`config.mk`:
```
export PLATFORM = sky130hd
export DESIGN_NAME = bvs_ctrl
export DESIGN_NICKNAME = d
export VERILOG_FILES = /design/src/rtl/bvs_pkg.sv /design/src/rtl/bvs_ramp.sv /design/src/rtl/bvs_ctrl.sv
export SDC_FILE = /design/constraint.sdc
export NUM_CORES = 1
export LEC_CHECK = 0
export BUFFER_PORTS_ARGS = -buffer_cell sky130_fd_sc_hd__buf_2
export CAP_MARGIN = 20
export CORE_ASPECT_RATIO = 0.6
export CORE_UTILIZATION = 55
export CTS_CLUSTER_SIZE = 40
export DETAILED_ROUTE_END_ITERATION = 10
export PLACE_DENSITY = 0.75
export SETUP_SLACK_MARGIN = 0.02
export SLEW_MARGIN = 20
export SYNTH_ARGS = -nofsm -noshare
export SYNTH_HDL_FRONTEND = slang
export SYNTH_SLANG_ARGS = --single-unit
```
`constraint.sdc`:
```
create_clock -name ref_clk -period 4.56 [get_ports ref_clk]
set_input_delay 0.912 -clock ref_clk [delete_from_list [all_inputs] [get_ports ref_clk]]
set_output_delay 0.912 -clock ref_clk [all_outputs]
set_load 0.1 [all_outputs]
```
`src/rtl/bvs_pkg.sv`:
```
/*
 Shared constants, encodings and carrier types for the step-down regulator
 set-point, mode and slew control. Assumes one 100 MHz reference clock.
*/
package bvs_pkg;
   localparam int NUM_CHAN = 6;
   localparam int REF_CLK_MHZ = 100;
   // Set-point codes
   localparam logic [7:0] CODE_MAX_DVS = 8'hB0;
   localparam logic [7:0] CODE_HIGH = 8'hB1;
   localparam logic [7:0] CODE_RESET = 8'h00;
   // Internal clock cycles per 6.25 mV step
   localparam logic [4:0] STEP_UP_SLOW = 5'h10;
   localparam logic [4:0] STEP_DN_SLOW = 5'h18;
   localparam logic [4:0] STEP_UP_FAST = 5'h08;
   localparam logic [4:0] STEP_DN_FAST = 5'h0C;
   // Power-up defaults
   localparam logic [2:0] PHASE_RESET = 3'h7;
   localparam logic [1:0] ILIM_RESET = 2'h0;
   localparam logic [1:0] INIT_LOAD_CYCLES = 2'h2;
   localparam logic [6:0] FREQ_DEFAULT_MHZ = 7'h14;
   // Read data layout of the interrupt field
   localparam int IRQ_STAT_BIT = 0;
   localparam int IRQ_MASK_BIT = 1;

   typedef enum logic [1:0] {
      BVS_MODE_OFF = 2'h0,
      BVS_MODE_PWM = 2'h1,
      BVS_MODE_PFM = 2'h2,
      BVS_MODE_AUTOSKIP = 2'h3
   } bvs_mode_type;

   typedef enum logic [2:0] {
      BVS_FLD_RUN_V = 3'h0,
      BVS_FLD_STBY_V = 3'h1,
      BVS_FLD_RUN_MODE = 3'h2,
      BVS_FLD_STBY_MODE = 3'h3,
      BVS_FLD_RAMP = 3'h4,
      BVS_FLD_ILIM = 3'h5,
      BVS_FLD_PHASE = 3'h6,
      BVS_FLD_IRQ = 3'h7
   } bvs_field_type;

   typedef enum {BVS_RS_IDLE, BVS_RS_SLEW, BVS_RS_DROP, BVS_RS_RELOAD} bvs_rstate_type;

   typedef struct packed {
      logic [7:0] default_voltage_fuse;
      logic default_ramp_fuse;
      logic [1:0] inductor_sel_fuse;
      logic in_powerup_seq;
   } bvs_fuse_type;

   typedef struct packed {
      logic [7:0] run_voltage_code;
      logic [7:0] standby_voltage_code;
      bvs_mode_type run_op_mode;
      bvs_mode_type standby_op_mode;
      logic ramp_speed_sel;
      logic [1:0] current_limit_sel;
      logic [2:0] phase_shift_sel;
   } bvs_cfg_type;

   typedef struct packed {
      logic [7:0] vout_code;
      logic enabled;
      bvs_mode_type mode;
      logic [1:0] current_limit_sel;
      logic [2:0] phase_shift_sel;
      logic [1:0] inductor_sel;
   } bvs_out_type;

   // Internal clock frequency in MHz for a frequency code
   function automatic logic [6:0] bvs_freq_mhz(input logic [3:0] code);
      logic [6:0] f;
      f = FREQ_DEFAULT_MHZ;
      if (code <= 4'h4) begin
         f = 7'(FREQ_DEFAULT_MHZ + 7'(code));
      end else if (code >= 4'h9 && code <= 4'hC) begin
         f = 7'(7'h10 + 7'(code - 4'h9));
      end
      return f;
   endfunction : bvs_freq_mhz
endpackage : bvs_pkg

```
`src/rtl/bvs_ramp.sv`:
```
/*
 One regulator channel's output sequencer: steps the applied code toward the
 target, hops through an off phase to and from the high set-point.
 Assumes int_tick is a single-cycle pulse at the internal clock rate.
*/
`timescale 1ns/1ns
module bvs_ramp
   import bvs_pkg::*;
(
   input wire logic ref_clk,
   input wire logic rst,
   input wire logic int_tick,
   input wire logic [7:0] target_code,
   input wire logic fast,
   input wire bvs_mode_type mode,
   output logic [7:0] vout_code_r,
   output logic enable_r,
   output logic step_r
);
   logic [7:0] tgt_r;
   logic [4:0] cnt_r;
   logic [4:0] limit;
   logic rising;
   logic hop_need;
   bvs_rstate_type state_r;

   // Hold last legal target; reserved codes leave output alone
   always_ff @(posedge ref_clk) begin
      if (rst) begin
         tgt_r <= CODE_RESET;
      end else if (target_code <= CODE_HIGH) begin
         tgt_r <= target_code;
      end
   end

   // Step spacing by direction and speed
   always_comb begin
      rising = tgt_r > vout_code_r;
      hop_need = (vout_code_r == CODE_HIGH) != (tgt_r == CODE_HIGH);
      if (fast) begin
         limit = rising ? STEP_UP_FAST : STEP_DN_FAST;
      end else begin
         limit = rising ? STEP_UP_SLOW : STEP_DN_SLOW;
      end
   end

   // Sequencer: gradual slewing inside the low range, off/on hop otherwise
   always_ff @(posedge ref_clk) begin
      if (rst) begin
         state_r <= BVS_RS_IDLE;
         vout_code_r <= CODE_RESET;
         enable_r <= 1'b0;
         cnt_r <= 5'h00;
         step_r <= 1'b0;
      end else begin
         step_r <= 1'b0;
         enable_r <= mode != BVS_MODE_OFF;
         unique case (state_r)
            BVS_RS_IDLE: begin
               cnt_r <= 5'h00;
               if (vout_code_r != tgt_r) begin
                  state_r <= hop_need ? BVS_RS_DROP : BVS_RS_SLEW;
                  if (hop_need) begin
                     enable_r <= 1'b0;
                  end
               end
            end
            BVS_RS_SLEW: begin
               if (vout_code_r == tgt_r) begin
                  state_r <= BVS_RS_IDLE;
               end else if (hop_need) begin
                  state_r <= BVS_RS_DROP;
                  enable_r <= 1'b0;
               end else if (int_tick) begin
                  if (cnt_r + 5'h01 >= limit) begin
                     cnt_r <= 5'h00;
                     step_r <= 1'b1;
                     vout_code_r <= rising ? 8'(vout_code_r + 8'h01) : 8'(vout_code_r - 8'h01);
                  end else begin
                     cnt_r <= 5'(cnt_r + 5'h01);
                  end
               end
            end
            BVS_RS_DROP: begin
               enable_r <= 1'b0;
               state_r <= BVS_RS_RELOAD;
            end
            BVS_RS_RELOAD: begin
               vout_code_r <= tgt_r;
               state_r <= BVS_RS_IDLE;
            end
         endcase
      end
   end

   // High set-point entered or left only with the regulator off
   property p_hop_off;
      @(posedge ref_clk) disable iff (rst)
      ((vout_code_r == CODE_HIGH) != ($past(vout_code_r) == CODE_HIGH)) |-> !$past(enable_r);
   endproperty
   a_hop_off: assert property (p_hop_off) else $error("high set-point changed while enabled");

   // Inside the low range the code moves one step at a time
   property p_single_step;
      @(posedge ref_clk) disable iff (rst)
      ($changed(vout_code_r) && vout_code_r <= CODE_MAX_DVS && $past(vout_code_r) <= CODE_MAX_DVS)
         |-> (vout_code_r - $past(vout_code_r) == 8'h01 || $past(vout_code_r) - vout_code_r == 8'h01);
   endproperty
   a_single_step: assert property (p_single_step) else $error("slew moved more than one code");

   // Reserved target codes do not move the held target
   property p_reserved_held;
      @(posedge ref_clk) disable iff (rst)
      (target_code > CODE_HIGH) |=> $stable(tgt_r);
   endproperty
   a_reserved_held: assert property (p_reserved_held) else $error("reserved code taken");

   // Steps need at least eight internal ticks, so never closer than eight cycles
   property p_step_spacing;
      @(posedge ref_clk) disable iff (rst)
      step_r |=> !step_r [*8];
   endproperty
   a_step_spacing: assert property (p_step_spacing) else $error("slew steps too close");
endmodule : bvs_ramp

```
`src/rtl/bvs_ctrl.sv`:
```
/*
 Six-channel step-down regulator control: run and standby set-points and
 modes, power-up load from fuses, slew timing from an emulated internal
 clock, current limit, phase and inductor selection, mode-change interrupt.
 Assumes a host-side serial front end on ref_clk drives the write and read
 ports; fuses, standby and clock code arrive from pins.
*/
`timescale 1ns/1ns
module bvs_ctrl
   import bvs_pkg::*;
(
   input wire logic ref_clk,
   input wire logic rst,
   input wire bvs_fuse_type [NUM_CHAN-1:0] fuse_in,
   input wire logic standby_in,
   input wire logic [3:0] internal_clock_freq_code,
   input wire logic host_wr,
   input wire logic [2:0] host_chan,
   input wire bvs_field_type host_field,
   input wire logic [7:0] host_wdata,
   input wire logic [2:0] rd_chan,
   input wire bvs_field_type rd_field,
   output logic [7:0] rd_data_r,
   output bvs_out_type [NUM_CHAN-1:0] chan_out,
   output logic [NUM_CHAN-1:0] op_mode_change_irq,
   output logic irq_out_n
);
   bvs_fuse_type [NUM_CHAN-1:0] fuse_s1_r;
   bvs_fuse_type [NUM_CHAN-1:0] fuse_r;
   logic standby_s1_r;
   logic standby_r;
   logic [3:0] freq_s1_r;
   logic [3:0] freq_r;
   logic [1:0] init_cnt_r;
   logic init_done_r;
   logic init_load;
   bvs_cfg_type [NUM_CHAN-1:0] cfg_r;
   bvs_mode_type [NUM_CHAN-1:0] act_mode_r;
   bvs_mode_type [NUM_CHAN-1:0] act_mode_nxt;
   logic [7:0] target [NUM_CHAN];
   logic [NUM_CHAN-1:0] irq_r;
   logic [NUM_CHAN-1:0] mask_r;
   logic [NUM_CHAN-1:0] irq_set;
   logic [NUM_CHAN-1:0] irq_clr;
   logic irq_out_n_r;
   logic [7:0] vout [NUM_CHAN];
   logic [NUM_CHAN-1:0] en;
   logic [6:0] acc_r;
   logic [7:0] acc_sum;
   logic int_tick_r;
   logic host_ok;

   // Pin inputs pass two flip-flops
   always_ff @(posedge ref_clk) begin
      fuse_s1_r <= fuse_in;
      fuse_r <= fuse_s1_r;
      standby_s1_r <= standby_in;
      standby_r <= standby_s1_r;
      freq_s1_r <= internal_clock_freq_code;
      freq_r <= freq_s1_r;
   end

   // Power-up load once the fuse synchronisers are filled
   always_ff @(posedge ref_clk) begin
      if (rst) begin
         init_cnt_r <= 2'h0;
         init_done_r <= 1'b0;
      end else if (!init_done_r) begin
         if (init_load) begin
            init_done_r <= 1'b1;
         end else begin
            init_cnt_r <= 2'(init_cnt_r + 2'h1);
         end
      end
   end

   assign init_load = !init_done_r && (init_cnt_r == INIT_LOAD_CYCLES);
   assign host_ok = host_wr && init_done_r && (host_chan < 3'(NUM_CHAN));

   // Internal clock emulated by a phase accumulator on the reference clock
   assign acc_sum = 8'(acc_r) + 8'(bvs_freq_mhz(freq_r));

   always_ff @(posedge ref_clk) begin
      if (rst) begin
         acc_r <= 7'h00;
         int_tick_r <= 1'b0;
      end else if (acc_sum >= 8'(REF_CLK_MHZ)) begin
         acc_r <= 7'(acc_sum - 8'(REF_CLK_MHZ));
         int_tick_r <= 1'b1;
      end else begin
         acc_r <= 7'(acc_sum);
         int_tick_r <= 1'b0;
      end
   end

   // Per-channel settings: fuse load at power-up, host writes afterwards
   always_ff @(posedge ref_clk) begin
      if (rst) begin
         for (int i = 0; i < NUM_CHAN; i++) begin
            cfg_r[i].run_voltage_code <= CODE_RESET;
            cfg_r[i].standby_voltage_code <= CODE_RESET;
            cfg_r[i].run_op_mode <= BVS_MODE_OFF;
            cfg_r[i].standby_op_mode <= BVS_MODE_OFF;
            cfg_r[i].ramp_speed_sel <= 1'b0;
            cfg_r[i].current_limit_sel <= ILIM_RESET;
            cfg_r[i].phase_shift_sel <= PHASE_RESET;
         end
      end else if (init_load) begin
         for (int i = 0; i < NUM_CHAN; i++) begin
            cfg_r[i].run_voltage_code <= fuse_r[i].default_voltage_fuse;
            cfg_r[i].standby_voltage_code <= fuse_r[i].default_voltage_fuse;
            cfg_r[i].run_op_mode <= fuse_r[i].in_powerup_seq ?
               BVS_MODE_AUTOSKIP : BVS_MODE_OFF;
            cfg_r[i].standby_op_mode <= fuse_r[i].in_powerup_seq ?
               BVS_MODE_AUTOSKIP : BVS_MODE_OFF;
            cfg_r[i].ramp_speed_sel <= fuse_r[i].default_ramp_fuse;
            cfg_r[i].phase_shift_sel <= PHASE_RESET;
         end
      end else if (host_ok) begin
         unique case (host_field)
            BVS_FLD_RUN_V: cfg_r[host_chan].run_voltage_code <= host_wdata;
            BVS_FLD_STBY_V: cfg_r[host_chan].standby_voltage_code <= host_wdata;
            BVS_FLD_RUN_MODE: cfg_r[host_chan].run_op_mode <= bvs_mode_type'(host_wdata[1:0]);
            BVS_FLD_STBY_MODE: begin
               cfg_r[host_chan].standby_op_mode <= bvs_mode_type'(host_wdata[1:0]);
            end
            BVS_FLD_RAMP: cfg_r[host_chan].ramp_speed_sel <= host_wdata[0];
            BVS_FLD_ILIM: cfg_r[host_chan].current_limit_sel <= host_wdata[1:0];
            BVS_FLD_PHASE: cfg_r[host_chan].phase_shift_sel <= host_wdata[2:0];
            BVS_FLD_IRQ: begin
            end
         endcase
      end
   end

   // Active mode and set-point follow the system state
   always_comb begin
      for (int i = 0; i < NUM_CHAN; i++) begin
         act_mode_nxt[i] = standby_r ? cfg_r[i].standby_op_mode : cfg_r[i].run_op_mode;
         target[i] = standby_r ? cfg_r[i].standby_voltage_code : cfg_r[i].run_voltage_code;
         irq_set[i] = init_done_r && (act_mode_nxt[i] != act_mode_r[i]);
         irq_clr[i] = host_ok && host_field == BVS_FLD_IRQ && host_chan == 3'(i)
            && host_wdata[IRQ_STAT_BIT];
      end
   end

   always_ff @(posedge ref_clk) begin
      if (rst) begin
         for (int i = 0; i < NUM_CHAN; i++) begin
            act_mode_r[i] <= BVS_MODE_OFF;
         end
      end else begin
         act_mode_r <= act_mode_nxt;
      end
   end

   // Sticky mode-change flags; a new change beats a clear in the same cycle
   always_ff @(posedge ref_clk) begin
      if (rst) begin
         irq_r <= '0;
         mask_r <= '0;
         irq_out_n_r <= 1'b1;
      end else begin
         irq_r <= irq_set | (irq_r & ~irq_clr);
         if (host_ok && host_field == BVS_FLD_IRQ) begin
            mask_r[host_chan] <= host_wdata[IRQ_MASK_BIT];
         end
         irq_out_n_r <= ~|(irq_r & ~mask_r);
      end
   end

   // One output sequencer per channel
   for (genvar g = 0; g < NUM_CHAN; g++) begin : g_chan
      bvs_ramp u_ramp (
         .ref_clk(ref_clk),
         .rst(rst),
         .int_tick(int_tick_r),
         .target_code(target[g]),
         .fast(cfg_r[g].ramp_speed_sel),
         .mode(act_mode_r[g]),
         .vout_code_r(vout[g]),
         .enable_r(en[g]),
         .step_r()
      );
      assign chan_out[g].vout_code = vout[g];
      assign chan_out[g].enabled = en[g];
      assign chan_out[g].mode = act_mode_r[g];
      assign chan_out[g].current_limit_sel = cfg_r[g].current_limit_sel;
      assign chan_out[g].phase_shift_sel = cfg_r[g].phase_shift_sel;
      assign chan_out[g].inductor_sel = fuse_r[g].inductor_sel_fuse;
   end

   // Registered readback of the selected field
   always_ff @(posedge ref_clk) begin
      if (rst) begin
         rd_data_r <= 8'h00;
      end else if (rd_chan >= 3'(NUM_CHAN)) begin
         rd_data_r <= 8'h00;
      end else begin
         unique case (rd_field)
            BVS_FLD_RUN_V: rd_data_r <= cfg_r[rd_chan].run_voltage_code;
            BVS_FLD_STBY_V: rd_data_r <= cfg_r[rd_chan].standby_voltage_code;
            BVS_FLD_RUN_MODE: rd_data_r <= {6'h00, cfg_r[rd_chan].run_op_mode};
            BVS_FLD_STBY_MODE: rd_data_r <= {6'h00, cfg_r[rd_chan].standby_op_mode};
            BVS_FLD_RAMP: rd_data_r <= {7'h00, cfg_r[rd_chan].ramp_speed_sel};
            BVS_FLD_ILIM: rd_data_r <= {6'h00, cfg_r[rd_chan].current_limit_sel};
            BVS_FLD_PHASE: rd_data_r <= {5'h00, cfg_r[rd_chan].phase_shift_sel};
            BVS_FLD_IRQ: rd_data_r <= {6'h00, mask_r[rd_chan], irq_r[rd_chan]};
         endcase
      end
   end

   assign op_mode_change_irq = irq_r;
   assign irq_out_n = irq_out_n_r;

   // A mode change after power-up sets the channel flag on the next edge
   property p_mode_irq;
      @(posedge ref_clk) disable iff (rst)
      (init_done_r && act_mode_nxt[0] != act_mode_r[0]) |=> irq_r[0];
   endproperty
   a_mode_irq: assert property (p_mode_irq) else $error("mode change not flagged");

   // Interrupt pin follows unmasked flags one cycle later
   property p_irq_pin;
      @(posedge ref_clk) disable iff (rst)
      ##1 (irq_out_n_r == !$past(|(irq_r & ~mask_r)));
   endproperty
   a_irq_pin: assert property (p_irq_pin) else $error("interrupt pin wrong");

   // Power-up set-points equal the channel fuse
   property p_fuse_load;
      @(posedge ref_clk) disable iff (rst)
      init_load |=> (cfg_r[0].run_voltage_code == $past(fuse_r[0].default_voltage_fuse)
         && cfg_r[0].standby_voltage_code == $past(fuse_r[0].default_voltage_fuse));
   endproperty
   a_fuse_load: assert property (p_fuse_load) else $error("set-point not loaded from fuse");

   // Power-up modes depend on sequence membership
   property p_mode_load;
      @(posedge ref_clk) disable iff (rst)
      init_load |=> (cfg_r[1].run_op_mode == ($past(fuse_r[1].in_powerup_seq) ?
         BVS_MODE_AUTOSKIP : BVS_MODE_OFF));
   endproperty
   a_mode_load: assert property (p_mode_load) else $error("power-up mode wrong");

   // Phase defaults to PHASE_RESET (code 7) at power-up
   property p_phase_default;
      @(posedge ref_clk) disable iff (rst)
      init_load |=> cfg_r[2].phase_shift_sel == PHASE_RESET;
   endproperty
   a_phase_default: assert property (p_phase_default) else $error("phase default wrong");

   // Host ramp write lands one cycle later
   property p_ramp_write;
      @(posedge ref_clk) disable iff (rst)
      (host_ok && host_field == BVS_FLD_RAMP && host_chan == 3'h0)
         |=> cfg_r[0].ramp_speed_sel == $past(host_wdata[0]);
   endproperty
   a_ramp_write: assert property (p_ramp_write) else $error("ramp select not written");

   // A clear with no new change drops the flag on the next edge
   property p_irq_clear;
      @(posedge ref_clk) disable iff (rst)
      (irq_clr[3] && !irq_set[3]) |=> !irq_r[3];
   endproperty
   a_irq_clear: assert property (p_irq_clear) else $error("mode flag not cleared");

   // Host current limit write lands one cycle later
   property p_ilim_write;
      @(posedge ref_clk) disable iff (rst)
      (host_ok && host_field == BVS_FLD_ILIM && host_chan == 3'h5)
         |=> cfg_r[5].current_limit_sel == $past(host_wdata[1:0]);
   endproperty
   a_ilim_write: assert property (p_ilim_write) else $error("current limit not written");

   // Host phase write lands one cycle later
   property p_phase_write;
      @(posedge ref_clk) disable iff (rst)
      (host_ok && host_field == BVS_FLD_PHASE && host_chan == 3'h5)
         |=> cfg_r[5].phase_shift_sel == $past(host_wdata[2:0]);
   endproperty
   a_phase_write: assert property (p_phase_write) else $error("phase not written");

   // Power-up standby mode depends on sequence membership
   property p_stby_mode_load;
      @(posedge ref_clk) disable iff (rst)
      init_load |=> (cfg_r[4].standby_op_mode == ($past(fuse_r[4].in_powerup_seq) ?
         BVS_MODE_AUTOSKIP : BVS_MODE_OFF));
   endproperty
   a_stby_mode_load: assert property (p_stby_mode_load) else $error("standby mode wrong");
endmodule : bvs_ctrl

```
==> results.md <==
* Status: complete, no violations
* Worst-path clk slew at 0.07 ns
* Maximum vdd ir drop at 0.357 mV
* Worst Path Buf+Inv at 1
* Syn nets at 3135
* Worst min path class: reg -> reg
* Area growth syn-to-layout at 11.6%
* Net count, final at 3241
* PwrDens at 453 nW/um^2
* Drt drc at 0
* Cell area after layout at 28100 um^2
* R2R setup slack at 0.47 ns
* Die W at 278 um
* Crit-path cells: inv_1 > ha_1 > nor2b_1 > o211ai_1 > a21oi_1 > o21bai_1 > ha_1 > a211oi_1 > o21bai_1 > a21oi_1 > o21ai_0 > nor4_1 > a21oi_1 > a31oi_1
* Vias at 23100
* Most frequent cell on the critical path: a21oi_1
* Setup tns final at 0 ns
* Total GRT Usage at 0.334
* Non-filler instance count after layout at 3633
* Top cells by count, synth: dfxtp_1 (498), nand2_1 (365), nor2_1 (289), o21ai_0 (205), a21oi_1 (156)
* Synthesized area per cell at 8.68 um^2
* FMAX at 245 MHz
* First-pass GRT wire length at 123000 um
* Vias in the first global route at 21200
* Via-to-Cell Ratio at 6.35
* Antenna-violating nets left at 0
* Max_cap viols at 0
* CTS Root Cell: clkbuf_16
* Row count at 60
* Largest net degree at the start of global routing at 119
* Top delay family on crit path: compound AO/OA/AOI/OAI gates
* Core Area at 45000 um^2
* Drt first-iter violations at 2804
* Ports at 223
* Final core occ at 0.624
* Slew headroom at 0.216
* Share of synthesized registers carrying an async set or reset at 0
* Final setup vio count at 0
* Starting density of the core at 0.560
* Worst Path Required at 5.08 ns
* Critical path class: reg -> reg
* Initial antenna violation count at 3
* Most frequent cell after synthesis: dfxtp_1
* Drt pass-1 iters at 6
* Remaining Overflow, GRT at 0
* Max Slew Vio Count at 0
* Yosys warning count at 0
* WL/cell at 22.0 um
* Synth area leader: dfxtp_1
* Hold buffers post-CTS at 0
* Count of final hold-check violations at 0
* RD Place Congestion at 1.01
* Hpwl dp at 58000 um
* Synth top area cells: dfxtp_1 (40%), ha_1 (6.5%), nand2_1 (5.4%), nor2_1 (4.3%), mux2i_1 (4.2%)
* Sequential-to-total area share from yosys stat at 0.396
* CTS tree: yes
* Flip-flop and latch count after synthesis at 498
* H-tree depth at 2
* Ys flop type: dfxtp_1
* Buffers on Ports at 222
* Slowest cell on the critical path: o21bai_1
* Leakage at 10.9 nW
* RSZ-0062 raised after global routing: no
* Slew @ Worst Pin at 1.18 ns
* Mapped Cells at 2898
* DIE HEIGHT at 168 um
* Final wirelength at 80000 um
* Post-synth cell types at 76
* CP arrival at 4.61 ns
* Placed cell area at 26400 um^2
* Clock Tree Buf Depth at 3
* Startpoint Class: flip-flop
* Worst Path Max Fanout at 13
* Post-synth EDFFs at 0
* Final Cycle Share at 0.896
* Worst-Skew Late Latency at 0.60 ns
* Die area at 46600 um^2
* Sink Count at 498
* Layout cells sized above 1 at 0.143
* Worst path max stage delay at 0.85 ns
* TritonCTS buffer count at 47
* Element type at the critical path end: flip-flop
* Area share of the largest cell type after synthesis at 0.396
* Placed instance count at 3544
* Post-Route Skew at 0.0262 ns
* Syn Std Cell Area at 25200 um^2
* Final min period at 4.09 ns
-- layer usage --
| layer | GRT usage | wire length [um] | up-vias |
|---|---|---|---|
| met1 | 0.482 | 34400 | 10800 |
| met4 | 0.105 | 2600 | 0 |
| met5 | 0 | 0 | - |
| met3 | 0.102 | 10400 | 214 |
| li1 | - | - | 10600 |
| met2 | 0.473 | 32500 | 1423 |
-- layout make-up --
| type | count | area [um^2] |
|---|---|---|
| Fill cell | 3808 | 16900 |
| Multi-Input combinational cell | 2104 | 13900 |
| Sequential cell | 498 | 9970 |
| Timing Repair Buffer | 262 | 1450 |
| Clock buffer | 62 | 1330 |
| Tap cell | 589 | 737 |
| Clock inverter | 26 | 372 |
| Inverter | 91 | 342 |
| Antenna cell | 1 | 2.50 |
-- where the power goes --
group	internal, mW	switching [mW]	total [mW]
clock	2.49	1.83	4.32
combinational	1.13	2.17	3.30
sequential	4.68	0.416	5.09
total	8.30	4.41	12.7
-- layout by cell type (no fill, tap or decap), drive strengths merged, types with 55 or more instances in the layout --
master,n
dfxtp,498
nand2,365
nor2,289
buf,262
o21ai,212
a21oi,160
ha,130
mux2i,105
inv,92
a31oi,84
a211oi,83
a22oi,64
clkbuf,62
nand3,60
xnor2,55
-- cell families after synthesis --
family	share of synthesized area
adder cells (fa/ha/maj)	0.0702
AO/OA/AOI/OAI	0.210
flip-flops	0.396
buffers and inverters	0.0538
AND/OR/NAND/NOR	0.177
multiplexers	0.0700
XOR/XNOR	0.0226
-- repair_timing --
item | CTS | global route
setup buffers | 0 | 0
gates resized for setup | 0 | 5
endpoints found under the setup margin | 0 | 5
-- final timing paths --
kind / from / end / cells after the start
worst min register to register: fuse_s1_r[30]$_DFF_P_ / fuse_r[30]$_DFF_P_ / 0
worst max register to register: g_chan[2].u_ramp.vout_code_r[1]$_SDFFE_PP0P_ / g_chan[2].u_ramp.vout_code_r[7]$_SDFFE_PP0P_ / 14
worst max-delay path: g_chan[2].u_ramp.vout_code_r[1]$_SDFFE_PP0P_ / g_chan[2].u_ramp.vout_code_r[7]$_SDFFE_PP0P_ / 14
worst min-delay path: fuse_s1_r[30]$_DFF_P_ / fuse_r[30]$_DFF_P_ / 0
-- worst register-to-register path: stages (launching register included) --
cell and delay, ns:
dfxtp_1 0.44, inv_1 0.09, ha_1 0.31, nor2b_1 0.13
o211ai_1 0.15, a21oi_1 0.09, o21bai_1 0.85, ha_1 0.43
a211oi_1 0.32, o21bai_1 0.14, a21oi_1 0.30, o21ai_0 0.27
nor4_1 0.23, a21oi_1 0.07, a31oi_1 0.20
-- metrics by stage --
| stage | setup slack [ns] | hold WS (ns) | power, mW |
|---|---|---|---|
| final | 0.475 | 0.322 | 12.7 |
| after global routing | 0.0825 | 0.332 | 13.2 |
| after CTS | 0.182 | 0.326 | 12.6 |
| after detailed placement | 0.220 | 0.312 | 8.33 |
| after global placement | 0.460 | 0.310 | 8.23 |
| after floorplan | 0.203 | 0.310 | 7.34 |
-- sequential cells by signal, summed over array words and instances (netlist names) --
register and flops:
freq_r 4, mask_r 6, irq_out_n 1, acc_r 7
g_chan.u_ramp.state_r 12, standby_r 1, int_tick_r 1, op_mode_change_irq 6
g_chan.u_ramp.enable_r 6, init_cnt_r 2, init_done_r 1, g_chan.u_ramp.tgt_r 48
g_chan.u_ramp.cnt_r 30, fuse_s1_r 72, g_chan.u_ramp.vout_code_r 48, freq_s1_r 4
cfg_r 126, standby_s1_r 1, fuse_r 60, rd_data_r 8
chan_out 54
(Power assumes the default switching activity.)
